`src/pkg/spr_regs.svh`:
```
`ifndef SPR_REGS_SVH
`define SPR_REGS_SVH
// register map
`define SPR_ADDR_W        4
`define SPR_CTRL_OFS      4'h0
`define SPR_TXDATA_OFS    4'h4
`define SPR_STATUS_OFS    4'h8
`define SPR_RXDATA_OFS    4'hC
// control field positions and reset
`define SPR_CTRL_RATE_LSB 0
`define SPR_CTRL_FMT_LSB  2
`define SPR_CTRL_RESET    4'h1
// status bits
`define SPR_ST_TX_BUSY    0
`define SPR_ST_RX_FULL    1
`define SPR_ST_FRAME_ERR  2
`define SPR_ST_OVERRUN    3
// divisors of the bus clock for rate codes 0..3
`define SPR_DIV0          16
`define SPR_DIV1          128
`define SPR_DIV2          1024
`define SPR_DIV3          4096
// external clock samples per bit
`define SPR_OVS           16
`endif

```
`src/pkg/spr_pkg.sv`:
```
package spr_pkg;
  typedef enum logic [1:0] {
    SPR_FMT_BIPHASE  = 2'b00,
    SPR_FMT_NRZ      = 2'b01,
    SPR_FMT_NRZ_CKO  = 2'b10,
    SPR_FMT_NRZ_CKI  = 2'b11
  } spr_fmt_t;
  typedef struct packed {
    spr_fmt_t   fmt;
    logic [1:0] rate;
  } spr_cfg_t;
  typedef struct packed {
    logic       valid;
    logic [7:0] data;
    logic       frame_err;
  } spr_rx_t;
endpackage

```
`src/hdl/spr_top.sv`:
```
// Design decisions made here: the AXI4-Lite slave port and the address map.
`timescale 1ns/100ps
`include "spr_regs.svh"
// Overview of operation
// - start low, eight data, stop high
// - nrz or biphase line format
// - biphase receive tolerates 25% slow drift
// - four software selectable bit rates
// - rate code divides bus clock 16..4096
// - bit time is divisor times period
// - format field picks format and clock
// - external party may supply bit clock
// - shared pin free as clock input
// - dedicated tx/rx pins, hardware framing
// - idle transmit line held high
// - least significant bit sent first
module spr_top (
  // clock and reset
  input  wire logic        aclk,
  input  wire logic        aresetn,
  // axi4-lite write address
  input  wire logic [31:0] s_axi_awaddr,
  input  wire logic        s_axi_awvalid,
  output logic             s_axi_awready,
  // axi4-lite write data
  input  wire logic [31:0] s_axi_wdata,
  input  wire logic [3:0]  s_axi_wstrb,
  input  wire logic        s_axi_wvalid,
  output logic             s_axi_wready,
  // axi4-lite write response
  output logic [1:0]       s_axi_bresp,
  output logic             s_axi_bvalid,
  input  wire logic        s_axi_bready,
  // axi4-lite read
  input  wire logic [31:0] s_axi_araddr,
  input  wire logic        s_axi_arvalid,
  output logic             s_axi_arready,
  output logic [31:0]      s_axi_rdata,
  output logic [1:0]       s_axi_rresp,
  output logic             s_axi_rvalid,
  input  wire logic        s_axi_rready,
  // serial data pins
  output logic             ser_txd,
  input  wire logic        ser_rxd,
  // shared clock pin
  input  wire logic        ser_clk_i,
  output logic             ser_clk_o,
  output logic             ser_clk_oe
);
  import spr_pkg::*;
  localparam logic [12:0] DIV0 = 13'(`SPR_DIV0);
  localparam logic [12:0] DIV1 = 13'(`SPR_DIV1);
  localparam logic [12:0] DIV2 = 13'(`SPR_DIV2);
  localparam logic [12:0] DIV3 = 13'(`SPR_DIV3);
  // ===================================================================
  // register bus
  logic [3:0]  ctrl_r;
  logic [7:0]  txdata_r;
  logic        tx_go_r;
  logic        rx_full_r;
  logic        ferr_r;
  logic        ovr_r;
  logic [7:0]  rxdata_r;
  logic        aw_got_r;
  logic        w_got_r;
  logic [3:0]  aw_ofs_r;
  logic [31:0] wd_r;
  logic [3:0]  ws_r;
  logic        wr_fire;
  logic        rd_fire;
  logic        tx_busy;
  logic [3:0]  rd_ofs;
  spr_cfg_t    cfg;
  spr_rx_t     rx;
  assign cfg = spr_cfg_t'(ctrl_r);
  assign s_axi_awready = !aw_got_r && !s_axi_bvalid;
  assign s_axi_wready  = !w_got_r && !s_axi_bvalid;
  assign s_axi_arready = !s_axi_rvalid;
  assign wr_fire = aw_got_r && w_got_r;
  assign rd_fire = s_axi_arvalid && s_axi_arready;
  // addresses past the map fold onto an unaligned code, which decodes as unmapped
  assign rd_ofs  = (s_axi_araddr[31:4] == 28'h0) ? s_axi_araddr[3:0] : 4'h1;
  // capture address and data in either order
  always_ff @(posedge aclk) begin
    if (!aresetn) begin
      aw_got_r <= 1'b0;
      w_got_r  <= 1'b0;
      aw_ofs_r <= 4'h0;
      wd_r     <= 32'h0000_0000;
      ws_r     <= 4'h0;
    end else begin
      if (s_axi_awvalid && s_axi_awready) begin
        aw_got_r <= 1'b1;
        aw_ofs_r <= (s_axi_awaddr[31:4] == 28'h0) ? s_axi_awaddr[3:0] : 4'h1;
      end
      if (s_axi_wvalid && s_axi_wready) begin
        w_got_r <= 1'b1;
        wd_r    <= s_axi_wdata;
        ws_r    <= s_axi_wstrb;
      end
      if (wr_fire) begin
        aw_got_r <= 1'b0;
        w_got_r  <= 1'b0;
      end
    end
  end
  // write response; unmapped writes answer slverr
  always_ff @(posedge aclk) begin
    if (!aresetn) begin
      s_axi_bvalid <= 1'b0;
      s_axi_bresp  <= 2'b00;
    end else if (wr_fire) begin
      s_axi_bvalid <= 1'b1;
      s_axi_bresp  <= (aw_ofs_r == `SPR_CTRL_OFS || aw_ofs_r == `SPR_TXDATA_OFS)
                      ? 2'b00 : 2'b10;
    end else if (s_axi_bready) begin
      s_axi_bvalid <= 1'b0;
    end
  end
  // control and transmit data registers
  always_ff @(posedge aclk) begin
    if (!aresetn) begin
      ctrl_r   <= `SPR_CTRL_RESET;
      txdata_r <= 8'h00;
      tx_go_r  <= 1'b0;
    end else begin
      tx_go_r <= 1'b0;
      if (wr_fire && ws_r[0]) begin
        if (aw_ofs_r == `SPR_CTRL_OFS) ctrl_r <= wd_r[3:0];
        if (aw_ofs_r == `SPR_TXDATA_OFS && !tx_busy) begin
          txdata_r <= wd_r[7:0];
          tx_go_r  <= 1'b1; // write while busy is dropped
        end
      end
    end
  end
  // receive flags: a new byte wins over the read that clears
  always_ff @(posedge aclk) begin
    if (!aresetn) begin
      rx_full_r <= 1'b0;
      ferr_r    <= 1'b0;
      ovr_r     <= 1'b0;
      rxdata_r  <= 8'h00;
    end else begin
      if (rd_fire && rd_ofs == `SPR_RXDATA_OFS) begin
        rx_full_r <= 1'b0;
        ferr_r    <= 1'b0;
        ovr_r     <= 1'b0;
      end
      if (rx.valid) begin
        rx_full_r <= 1'b1;
        rxdata_r  <= rx.data;
        ferr_r    <= rx.frame_err;
        ovr_r     <= rx_full_r && !(rd_fire && rd_ofs == `SPR_RXDATA_OFS);
      end
    end
  end
  // read channel, one cycle after address
  always_ff @(posedge aclk) begin
    if (!aresetn) begin
      s_axi_rvalid <= 1'b0;
      s_axi_rdata  <= 32'h0000_0000;
      s_axi_rresp  <= 2'b00;
    end else if (rd_fire) begin
      s_axi_rvalid <= 1'b1;
      s_axi_rresp  <= 2'b00;
      unique case (rd_ofs)
        `SPR_CTRL_OFS:   s_axi_rdata <= {28'h0, ctrl_r};
        `SPR_TXDATA_OFS: s_axi_rdata <= {24'h0, txdata_r};
        `SPR_STATUS_OFS: s_axi_rdata <= {28'h0, ovr_r, ferr_r, rx_full_r, tx_busy};
        `SPR_RXDATA_OFS: s_axi_rdata <= {24'h0, rxdata_r};
        default: begin
          s_axi_rdata <= 32'h0000_0000;
          s_axi_rresp <= 2'b10;
        end
      endcase
    end else if (s_axi_rready) begin
      s_axi_rvalid <= 1'b0;
    end
  end
  // ===================================================================
  // bit clock generation
  logic [12:0] div_cnt_r;
  logic [12:0] div_sel;
  logic        int_half;
  logic        int_samp;
  logic [1:0]  clk_sync_r;
  logic        clk_prev_r;
  logic        ext_rise;
  logic [3:0]  ext_cnt_r;
  logic        ext_half;
  logic        use_ext;
  logic        half_tick;
  logic        samp_tick;
  logic [1:0]  rxd_sync_r;
  // divisor of the bus clock; bit time = divisor x period
  always_comb begin
    unique case (cfg.rate)
      2'b00: div_sel = DIV0;
      2'b01: div_sel = DIV1;
      2'b10: div_sel = DIV2;
      2'b11: div_sel = DIV3;
    endcase
  end
  // free-running counter; rate change only affects tick spacing
  always_ff @(posedge aclk) begin
    if (!aresetn) div_cnt_r <= 13'h0000;
    else if (div_cnt_r >= div_sel - 13'h0001) div_cnt_r <= 13'h0000;
    else div_cnt_r <= div_cnt_r + 13'h0001;
  end
  assign int_half = (div_cnt_r == 13'h0000) || (div_cnt_r == (div_sel >> 1));
  // sixteen samples per bit: one every divisor/16 cycles
  assign int_samp = ((div_cnt_r & ((div_sel >> 4) - 13'h0001)) == 13'h0000);
  // external clock pin: two flops, then edge detect
  always_ff @(posedge aclk) begin
    if (!aresetn) begin
      clk_sync_r <= 2'b00;
      clk_prev_r <= 1'b0;
      rxd_sync_r <= 2'b11;
      ext_cnt_r  <= 4'h0;
    end else begin
      clk_sync_r <= {clk_sync_r[0], ser_clk_i};
      clk_prev_r <= clk_sync_r[1];
      rxd_sync_r <= {rxd_sync_r[0], ser_rxd};
      if (ext_rise) ext_cnt_r <= ext_cnt_r + 4'h1;
    end
  end
  // external clock is sixteen samples per bit
  assign ext_rise  = clk_sync_r[1] && !clk_prev_r;
  assign ext_half  = ext_rise && (ext_cnt_r[2:0] == 3'h7);
  assign use_ext   = (cfg.fmt == SPR_FMT_NRZ_CKI);
  assign half_tick = use_ext ? ext_half : int_half;
  assign samp_tick = use_ext ? ext_rise : int_samp;
  // bit clock out on the shared pin only in code 10; otherwise pin is input
  always_ff @(posedge aclk) begin
    if (!aresetn) begin
      ser_clk_o  <= 1'b0;
      ser_clk_oe <= 1'b0;
    end else begin
      ser_clk_oe <= (cfg.fmt == SPR_FMT_NRZ_CKO);
      ser_clk_o  <= (div_cnt_r < (div_sel >> 1));
    end
  end
  // ===================================================================
  // framers
  spr_tx u_tx (
    .aclk      (aclk),
    .aresetn   (aresetn),
    .half_tick (half_tick),
    .cfg       (cfg),
    .start     (tx_go_r),
    .data      (txdata_r),
    .busy      (tx_busy),
    .txd       (ser_txd)
  );
  spr_rx u_rx (
    .aclk      (aclk),
    .aresetn   (aresetn),
    .samp_tick (samp_tick),
    .cfg       (cfg),
    .rxd       (rxd_sync_r[1]),
    .rx        (rx)
  );
endmodule

```
`src/hdl/spr_tx.sv`:
```
`timescale 1ns/100ps
`include "spr_regs.svh"
module spr_tx (
  // clock and reset
  input  wire logic              aclk,
  input  wire logic              aresetn,
  // timing
  input  wire logic              half_tick,
  input  wire spr_pkg::spr_cfg_t cfg,
  // byte in
  input  wire logic              start,
  input  wire logic [7:0]        data,
  output logic                   busy,
  // line
  output logic                   txd
);
  import spr_pkg::*;
  typedef enum {TX_IDLE, TX_RUN} spr_txst_t;
  spr_txst_t  st_r;
  logic [9:0] sh_r;
  logic [3:0] cnt_r;
  logic       half_r;
  logic       bip_r;
  logic       lvl_r;
  assign busy = (st_r != TX_IDLE) | start;
  // frame of start, eight data lsb first, stop, on half-bit ticks
  always_ff @(posedge aclk) begin
    if (!aresetn) begin
      st_r   <= TX_IDLE;
      sh_r   <= 10'h3FF;
      cnt_r  <= 4'h0;
      half_r <= 1'b0;
      bip_r  <= 1'b0;
      lvl_r  <= 1'b1;
      txd    <= 1'b1;
    end else begin
      unique case (st_r)
        TX_IDLE: begin
          txd <= 1'b1; // idle line is high
          if (start) begin
            sh_r   <= {1'b1, data, 1'b0};
            bip_r  <= (cfg.fmt == SPR_FMT_BIPHASE); // latched per frame
            cnt_r  <= 4'h0;
            half_r <= 1'b0;
            lvl_r  <= 1'b1;
            st_r   <= TX_RUN;
          end
        end
        TX_RUN: begin
          if (half_tick && !half_r && cnt_r == 4'd10) begin
            // full stop cell done; back to mark
            txd  <= 1'b1;
            st_r <= TX_IDLE;
          end else if (half_tick) begin
            if (!bip_r) begin
              if (!half_r) txd <= sh_r[0];
            end else if (!half_r) begin
              // biphase: flip at every cell edge
              lvl_r <= ~lvl_r;
              txd   <= ~lvl_r;
            end else if (sh_r[0]) begin
              // extra mid-cell flip marks a one
              lvl_r <= ~lvl_r;
              txd   <= ~lvl_r;
            end
            half_r <= ~half_r;
            if (half_r) begin
              sh_r  <= {1'b1, sh_r[9:1]};
              cnt_r <= cnt_r + 4'h1;
            end
          end
        end
      endcase
    end
  end
endmodule

```
`src/hdl/spr_rx.sv`:
```
`timescale 1ns/100ps
`include "spr_regs.svh"
module spr_rx (
  // clock and reset
  input  wire logic              aclk,
  input  wire logic              aresetn,
  // timing: sixteen samples per bit
  input  wire logic              samp_tick,
  input  wire spr_pkg::spr_cfg_t cfg,
  // line, already synchronised
  input  wire logic              rxd,
  // byte out
  output spr_pkg::spr_rx_t       rx
);
  import spr_pkg::*;
  typedef enum {RX_IDLE, RX_START, RX_DATA, RX_STOP} spr_rxst_t;
  spr_rxst_t  st_r;
  logic [4:0] ph_r;
  logic [3:0] bit_r;
  logic [7:0] sh_r;
  logic       bip_r;
  logic       prev_r;
  logic       cell_r;
  logic       mid_r;
  // nrz samples mid-bit; biphase decodes edges with a moving window,
  // resyncing on every cell edge so slow drift of the sender is absorbed
  always_ff @(posedge aclk) begin
    if (!aresetn) begin
      st_r   <= RX_IDLE;
      ph_r   <= 5'h00;
      bit_r  <= 4'h0;
      sh_r   <= 8'h00;
      bip_r  <= 1'b0;
      prev_r <= 1'b1;
      cell_r <= 1'b0;
      mid_r  <= 1'b0;
      rx     <= '0;
    end else begin
      rx.valid <= 1'b0;
      if (samp_tick) begin
        prev_r <= rxd;
        ph_r   <= ph_r + 5'h01;
        unique case (st_r)
          RX_IDLE: begin
            if (prev_r && !rxd) begin
              bip_r <= (cfg.fmt == SPR_FMT_BIPHASE);
              ph_r  <= 5'h00;
              st_r  <= RX_START;
            end
          end
          RX_START: begin
            if (!bip_r && ph_r == 5'd7) begin
              ph_r  <= 5'h01; // first data close must not shift a stale cell
              bit_r <= 4'h0;
              st_r  <= rxd ? RX_IDLE : RX_DATA; // start bit is low
            end else if (bip_r && ((rxd != prev_r && ph_r > 5'd11) || ph_r == 5'd24)) begin
              // start cell has no mid flip; data cells begin at its closing edge
              ph_r  <= 5'h01;
              bit_r <= 4'h0;
              mid_r <= 1'b0;
              st_r  <= RX_DATA;
            end
          end
          RX_DATA, RX_STOP: begin
            if (!bip_r) begin
              if (ph_r == 5'd15) begin
                ph_r <= 5'h00;
                cell_r <= rxd;
              end
            end else begin
              // window 25% to 75% of cell counts as mid; later edge is boundary
              if (rxd != prev_r && ph_r >= 5'd4 && ph_r <= 5'd11) begin
                mid_r <= 1'b1;
              end else if (rxd != prev_r && ph_r > 5'd11) begin
                ph_r   <= 5'h00;
                cell_r <= mid_r;
                mid_r  <= 1'b0;
              end else if (ph_r == 5'd24) begin
                ph_r   <= 5'h00; // lost edge: close cell anyway
                cell_r <= mid_r;
                mid_r  <= 1'b0;
              end
            end
          end
          default: st_r <= RX_IDLE;
        endcase
      end
      // bit count advances one sample tick after the cell is sampled; shift and output come two ticks after
      if (samp_tick && ph_r == 5'h00 && (st_r == RX_DATA || st_r == RX_STOP)
          && bit_r != 4'hF) begin
        bit_r <= bit_r + 4'h1;
      end
      if (st_r == RX_DATA && bit_r != 4'h0 && bit_r <= 4'd8 && ph_r == 5'h01
          && samp_tick) begin
        sh_r <= {cell_r, sh_r[7:1]}; // lsb first
        if (bit_r == 4'd8) st_r <= RX_STOP;
      end
      if (st_r == RX_STOP && bit_r == 4'd9 && ph_r == 5'h01 && samp_tick) begin
        rx.valid     <= 1'b1;
        rx.data      <= sh_r;
        rx.frame_err <= !cell_r; // stop bit must be high
        st_r         <= RX_IDLE;
      end
    end
  end
endmodule

```
`config.mk`:
```
export PLATFORM = sky130hd
export DESIGN_NAME = spr_top
export DESIGN_NICKNAME = d
export VERILOG_FILES = /design/src/pkg/spr_pkg.sv /design/src/hdl/spr_top.sv /design/src/hdl/spr_tx.sv /design/src/hdl/spr_rx.sv
export VERILOG_INCLUDE_DIRS = /design/src /design/src/pkg
export SDC_FILE = /design/constraint.sdc
export NUM_CORES = 1
export LEC_CHECK = 0
export ABC_AREA = 0
export BUFFER_PORTS_ARGS = -buffer_cell sky130_fd_sc_hd__buf_2
export CAP_MARGIN = 5
export CORE_ASPECT_RATIO = 0.9
export CORE_MARGIN = 10
export CORE_UTILIZATION = 55
export DETAILED_ROUTE_END_ITERATION = 10
export GPL_TIMING_DRIVEN = 1
export PLACE_DENSITY = 0.8
export SKIP_CTS_REPAIR_TIMING = 1
export SLEW_MARGIN = 20
export SYNTH_ARGS = -nofsm -noshare
export SYNTH_HDL_FRONTEND = slang
export SYNTH_HIERARCHICAL = 1
export SYNTH_SLANG_ARGS = --single-unit
```
`constraint.sdc`:
```
create_clock -name aclk -period 5.5 [get_ports aclk]
set_input_delay 0.55 -clock aclk [delete_from_list [all_inputs] [get_ports aclk]]
set_output_delay 0.55 -clock aclk [all_outputs]
set_load 0.02 [all_outputs]
```
==> flow_summary.toml <==
[run_status]
status = "complete, no violations"

[clock_tree]
cts_tree = "built"
worst_skew_pair.late_latency_ns = 0.42
cts_buffer_depth = 2
htreeDepth = 4
clock_sinks = 155
cts_made_buffers = 17
clockRootBuffer = "clkbuf_16"
cts.reportedPaths.clkPinSlew_ns = 0.06

[die]
coreArea_sq_um = 13300
start_util_pct = 55.9
die_area_sq_um = 18600
fp-row-count = 40
die_y_microns = 130
dieWidth_microns = 143
boundaryPins = 153

[sta]
max_slew_margin_pct = 44.7
min_period_over_period_pct = 52.2
drv_slew = 0
setup_tns_ns = 0
max_freq_mhz = 348
worstMarginPinSlew_ns = 0.829
setup_viol = 0
rsz0062_at_grt = "no"
finalCriticalPeriod_ns = 2.87
hold_violations = 0
clock_skew_ns = 0.00797

[setup_path]
cpMaxStageDelayCell = "dfxtp_1"
worstSetupEndpointType = "flop"
cp.depth = 10
crit_path_cell_trace = "inv_1, a21oi_1, o21ai_1, buf_4, and4b_1, and4_1, a31oi_2, buf_4, nand2_1, nor2_1"
r2r_cells = 10
setup.worst_path.class = "flop to flop"
critPathMostFrequentCell = "buf_4"
crit_family = "compound AO/OA/AOI/OAI gates"
path_buf_inv = 3
path_max_fanout = 32
crit_arrival_ns = 3.23
max_stage_delay_ns = 0.55
cp_data_required_time_ns = 5.85
worst_setup_path_start_kind = "flop"

[placed_design]
post-place-cells = 1050
placed_area_sq_um = 7880
post-dp-hpwl_mm = 11.9
numPortBuffers = 99
gp_congestion = 0.864

[global_routing]
grt_max_degree = 92
grt_pass1_wl_mm = 27.7
grt_pass1_vias = 5843
grtUsageTotal_pct = 18.2
grt_overflow = 0
antenna_found_initial = 0

[routing]
routed_wl_mm = 16.9
wl_per_cell_microns = 15.7
antenna_left = 0
via_per_inst = 5.57
drc = 0
detail_route.iter0.violations = 411
firstDrtPassIters = 5
vias = 6026

[layout]
fin_util_pct = 63.6
fillCellCount = 1094
design_area_sq_um = 8470
areaGrowthSynthToFinish_pct = 13.8
antenna_cells = 0
drive_gt1_share_pct = 19.1
final_cells = 1081
nets = 1033

[synth]
synth-seq-cells = 155
yosysTopAreaCellShare_pct = 41.7
async_flop_share_pct = 0
synthFlopType = "dfxtp_1"
postSynthCellCount = 824
netlist_area_sq_um = 7450
synth-warning-count = 6
synth_area_leader_cell = "dfxtp_1"
yosysSeqAreaShare_pct = 41.7
syn_area_per_cell_sq_um = 9.04
synth_cell_types = 83
synth_edf_count = 0
synth.area.top_cells = "dfxtp_1 (42%), nand2_1 (4.4%), ha_1 (3.9%), mux2i_1 (3.6%), nor2_1 (3.2%)"

[power_and_ir_drop]
cellLeakagePower_nw = 3.42
p_total_w = 0.00250
p_per_area_nw_per_um2 = 296
ir_worst_vdd_uv = 398

[hold_path]
min-delay-path-class = "input port to flop"
holdPathStages = 2

[flow_run]
maxCapViolations = 0
[cells by family after synthesis]
logic type | count (synthesis) | share of synthesized area [%]
fa+ha+maj | 23 | 3.86
flops | 155 | 41.7
buf+inv | 105 | 7.43
mux | 36 | 5.59
simple gates | 351 | 26.4
compound gates | 138 | 13.2
other cells | 1 | 0.0504
xor+xnor | 15 | 1.76
[power by group]
| group | switching, W | leakage, nW | internal [W] | total, W |
|---|---|---|---|---|
| registers | 0.0000192 | 1.25 | 0.00114 | 0.00116 |
| logic | 0.000115 | 1.87 | 0.0000678 | 0.000183 |
| clock network | 0.000447 | 0.293 | 0.000715 | 0.00116 |
[routing by layer]
layer  global-route usage (%)  vias to the layer above  part of all wire [%]
met5                        0                        -                     0
met4                     5.76                        0                   1.3
met3                     5.52                       18                   6.3
met2                     32.2                      162                    50
met1                     20.8                     2827                    42
li1                         -                     3019                     -
[worst paths after layout]
| kind | from | endpoint | slack (ns) |
|---|---|---|---|
| worst min register to register | rxd_sync_r[0]$_SDFF_PN1_ | rxd_sync_r[1]$_SDFF_PN1_ | 0.40 |
| worst max-delay path | cfg[1]$_SDFFE_PN0P_ | u_rx/st_r[8]$_SDFF_PP0_ | 2.63 |
| worst min-delay path | ser_rxd | rxd_sync_r[0]$_SDFF_PN1_ | 0.32 |
| worst max register to register | cfg[1]$_SDFFE_PN0P_ | u_rx/st_r[8]$_SDFF_PP0_ | 2.63 |
[per-stage QoR]
step | worst slack (ns) | hold WS (ns)
6_report | 2.63 | 0.315
5_1_grt | 2.41 | 0.315
4_1_cts | 2.66 | 0.309
3_5_place_dp | 2.70 | 0.395
3_3_place_gp | 2.76 | 0.390
2_1_floorplan | 3.15 | 0.386
[synth_stat cells, drive strengths merged, types with 11 or more instances]
master / n
buf: 46
mux2i: 27
nor2b: 34
nand3: 29
dfxtp: 155
inv: 33
and2: 16
ha: 23
nand2: 88
nand4: 11
a21boi: 15
nor2: 63
a21oi: 27
nor4: 31
clkbuf: 25
nor3: 23
o21ai: 30
[registers in the layout, summed over array words and instances (netlist names), 3 cells and up]
name	cells
u_rx/sh_r	8
div_cnt_r	13
aw_ofs_r	4
u_tx/cnt_r	4
ext_cnt_r	3
u_rx/bit_r	4
u_tx/sh_r	9
cfg	4
txdata_r	8
rxdata_r	8
u_rx/ph_r	5
u_rx/rx	10
s_axi_rdata	8
u_rx/st_r	32
wd_r	8
[final cells by class]
type	instances	area, sq um	share of cell area, %
multi-input combinational	589	3900	46.0
sequential	155	3100	36.6
timing repair buffer	104	533	6.29
clock buffer	22	484	5.72
tap	168	210	2.48
inverter	34	128	1.51
clock inverter	9	113	1.33
[layout by cell type (no fill, tap or decap), types with 4 or more instances in the layout]
cell | netlist | routed
a21boi_0 | 4 | 4
a21boi_1 | 10 | 9
a21oi_1 | 26 | 26
a221oi_1 | 7 | 7
a22o_1 | 9 | 9
a32o_1 | 4 | 4
and2_1 | 15 | 15
and3_1 | 4 | 4
buf_2 | 10 | 99
buf_4 | 31 | 5
clkbuf_16 | 0 | 17
clkbuf_8 | 0 | 4
conb_1 | 1 | 26
dfxtp_1 | 155 | 155
ha_1 | 23 | 23
inv_1 | 33 | 33
mux2_2 | 4 | 4
mux2i_1 | 27 | 27
mux4_2 | 4 | 4
nand2_1 | 88 | 88
nand2b_1 | 9 | 9
nand3_1 | 27 | 27
nand4_1 | 10 | 10
nor2_1 | 63 | 63
nor2b_1 | 34 | 34
nor3_1 | 22 | 22
nor3b_1 | 7 | 7
nor4_1 | 25 | 25
nor4_2 | 4 | 4
nor4b_1 | 5 | 4
o21a_1 | 5 | 5
o21ai_0 | 29 | 29
o31ai_1 | 10 | 10
or3_1 | 4 | 4
or4_1 | 6 | 6
xnor2_1 | 10 | 10
xor2_1 | 5 | 5
[worst reg2reg max path, cell delays in order, from the launching register on]
cell and delay (ns):
dfxtp_1 0.55, inv_1 0.18, a21oi_1 0.19, o21ai_1 0.10, buf_4 0.21, and4b_1 0.20
and4_1 0.22, a31oi_2 0.51, buf_4 0.41, nand2_1 0.13, nor2_1 0.11
(Power assumes the default switching activity.)
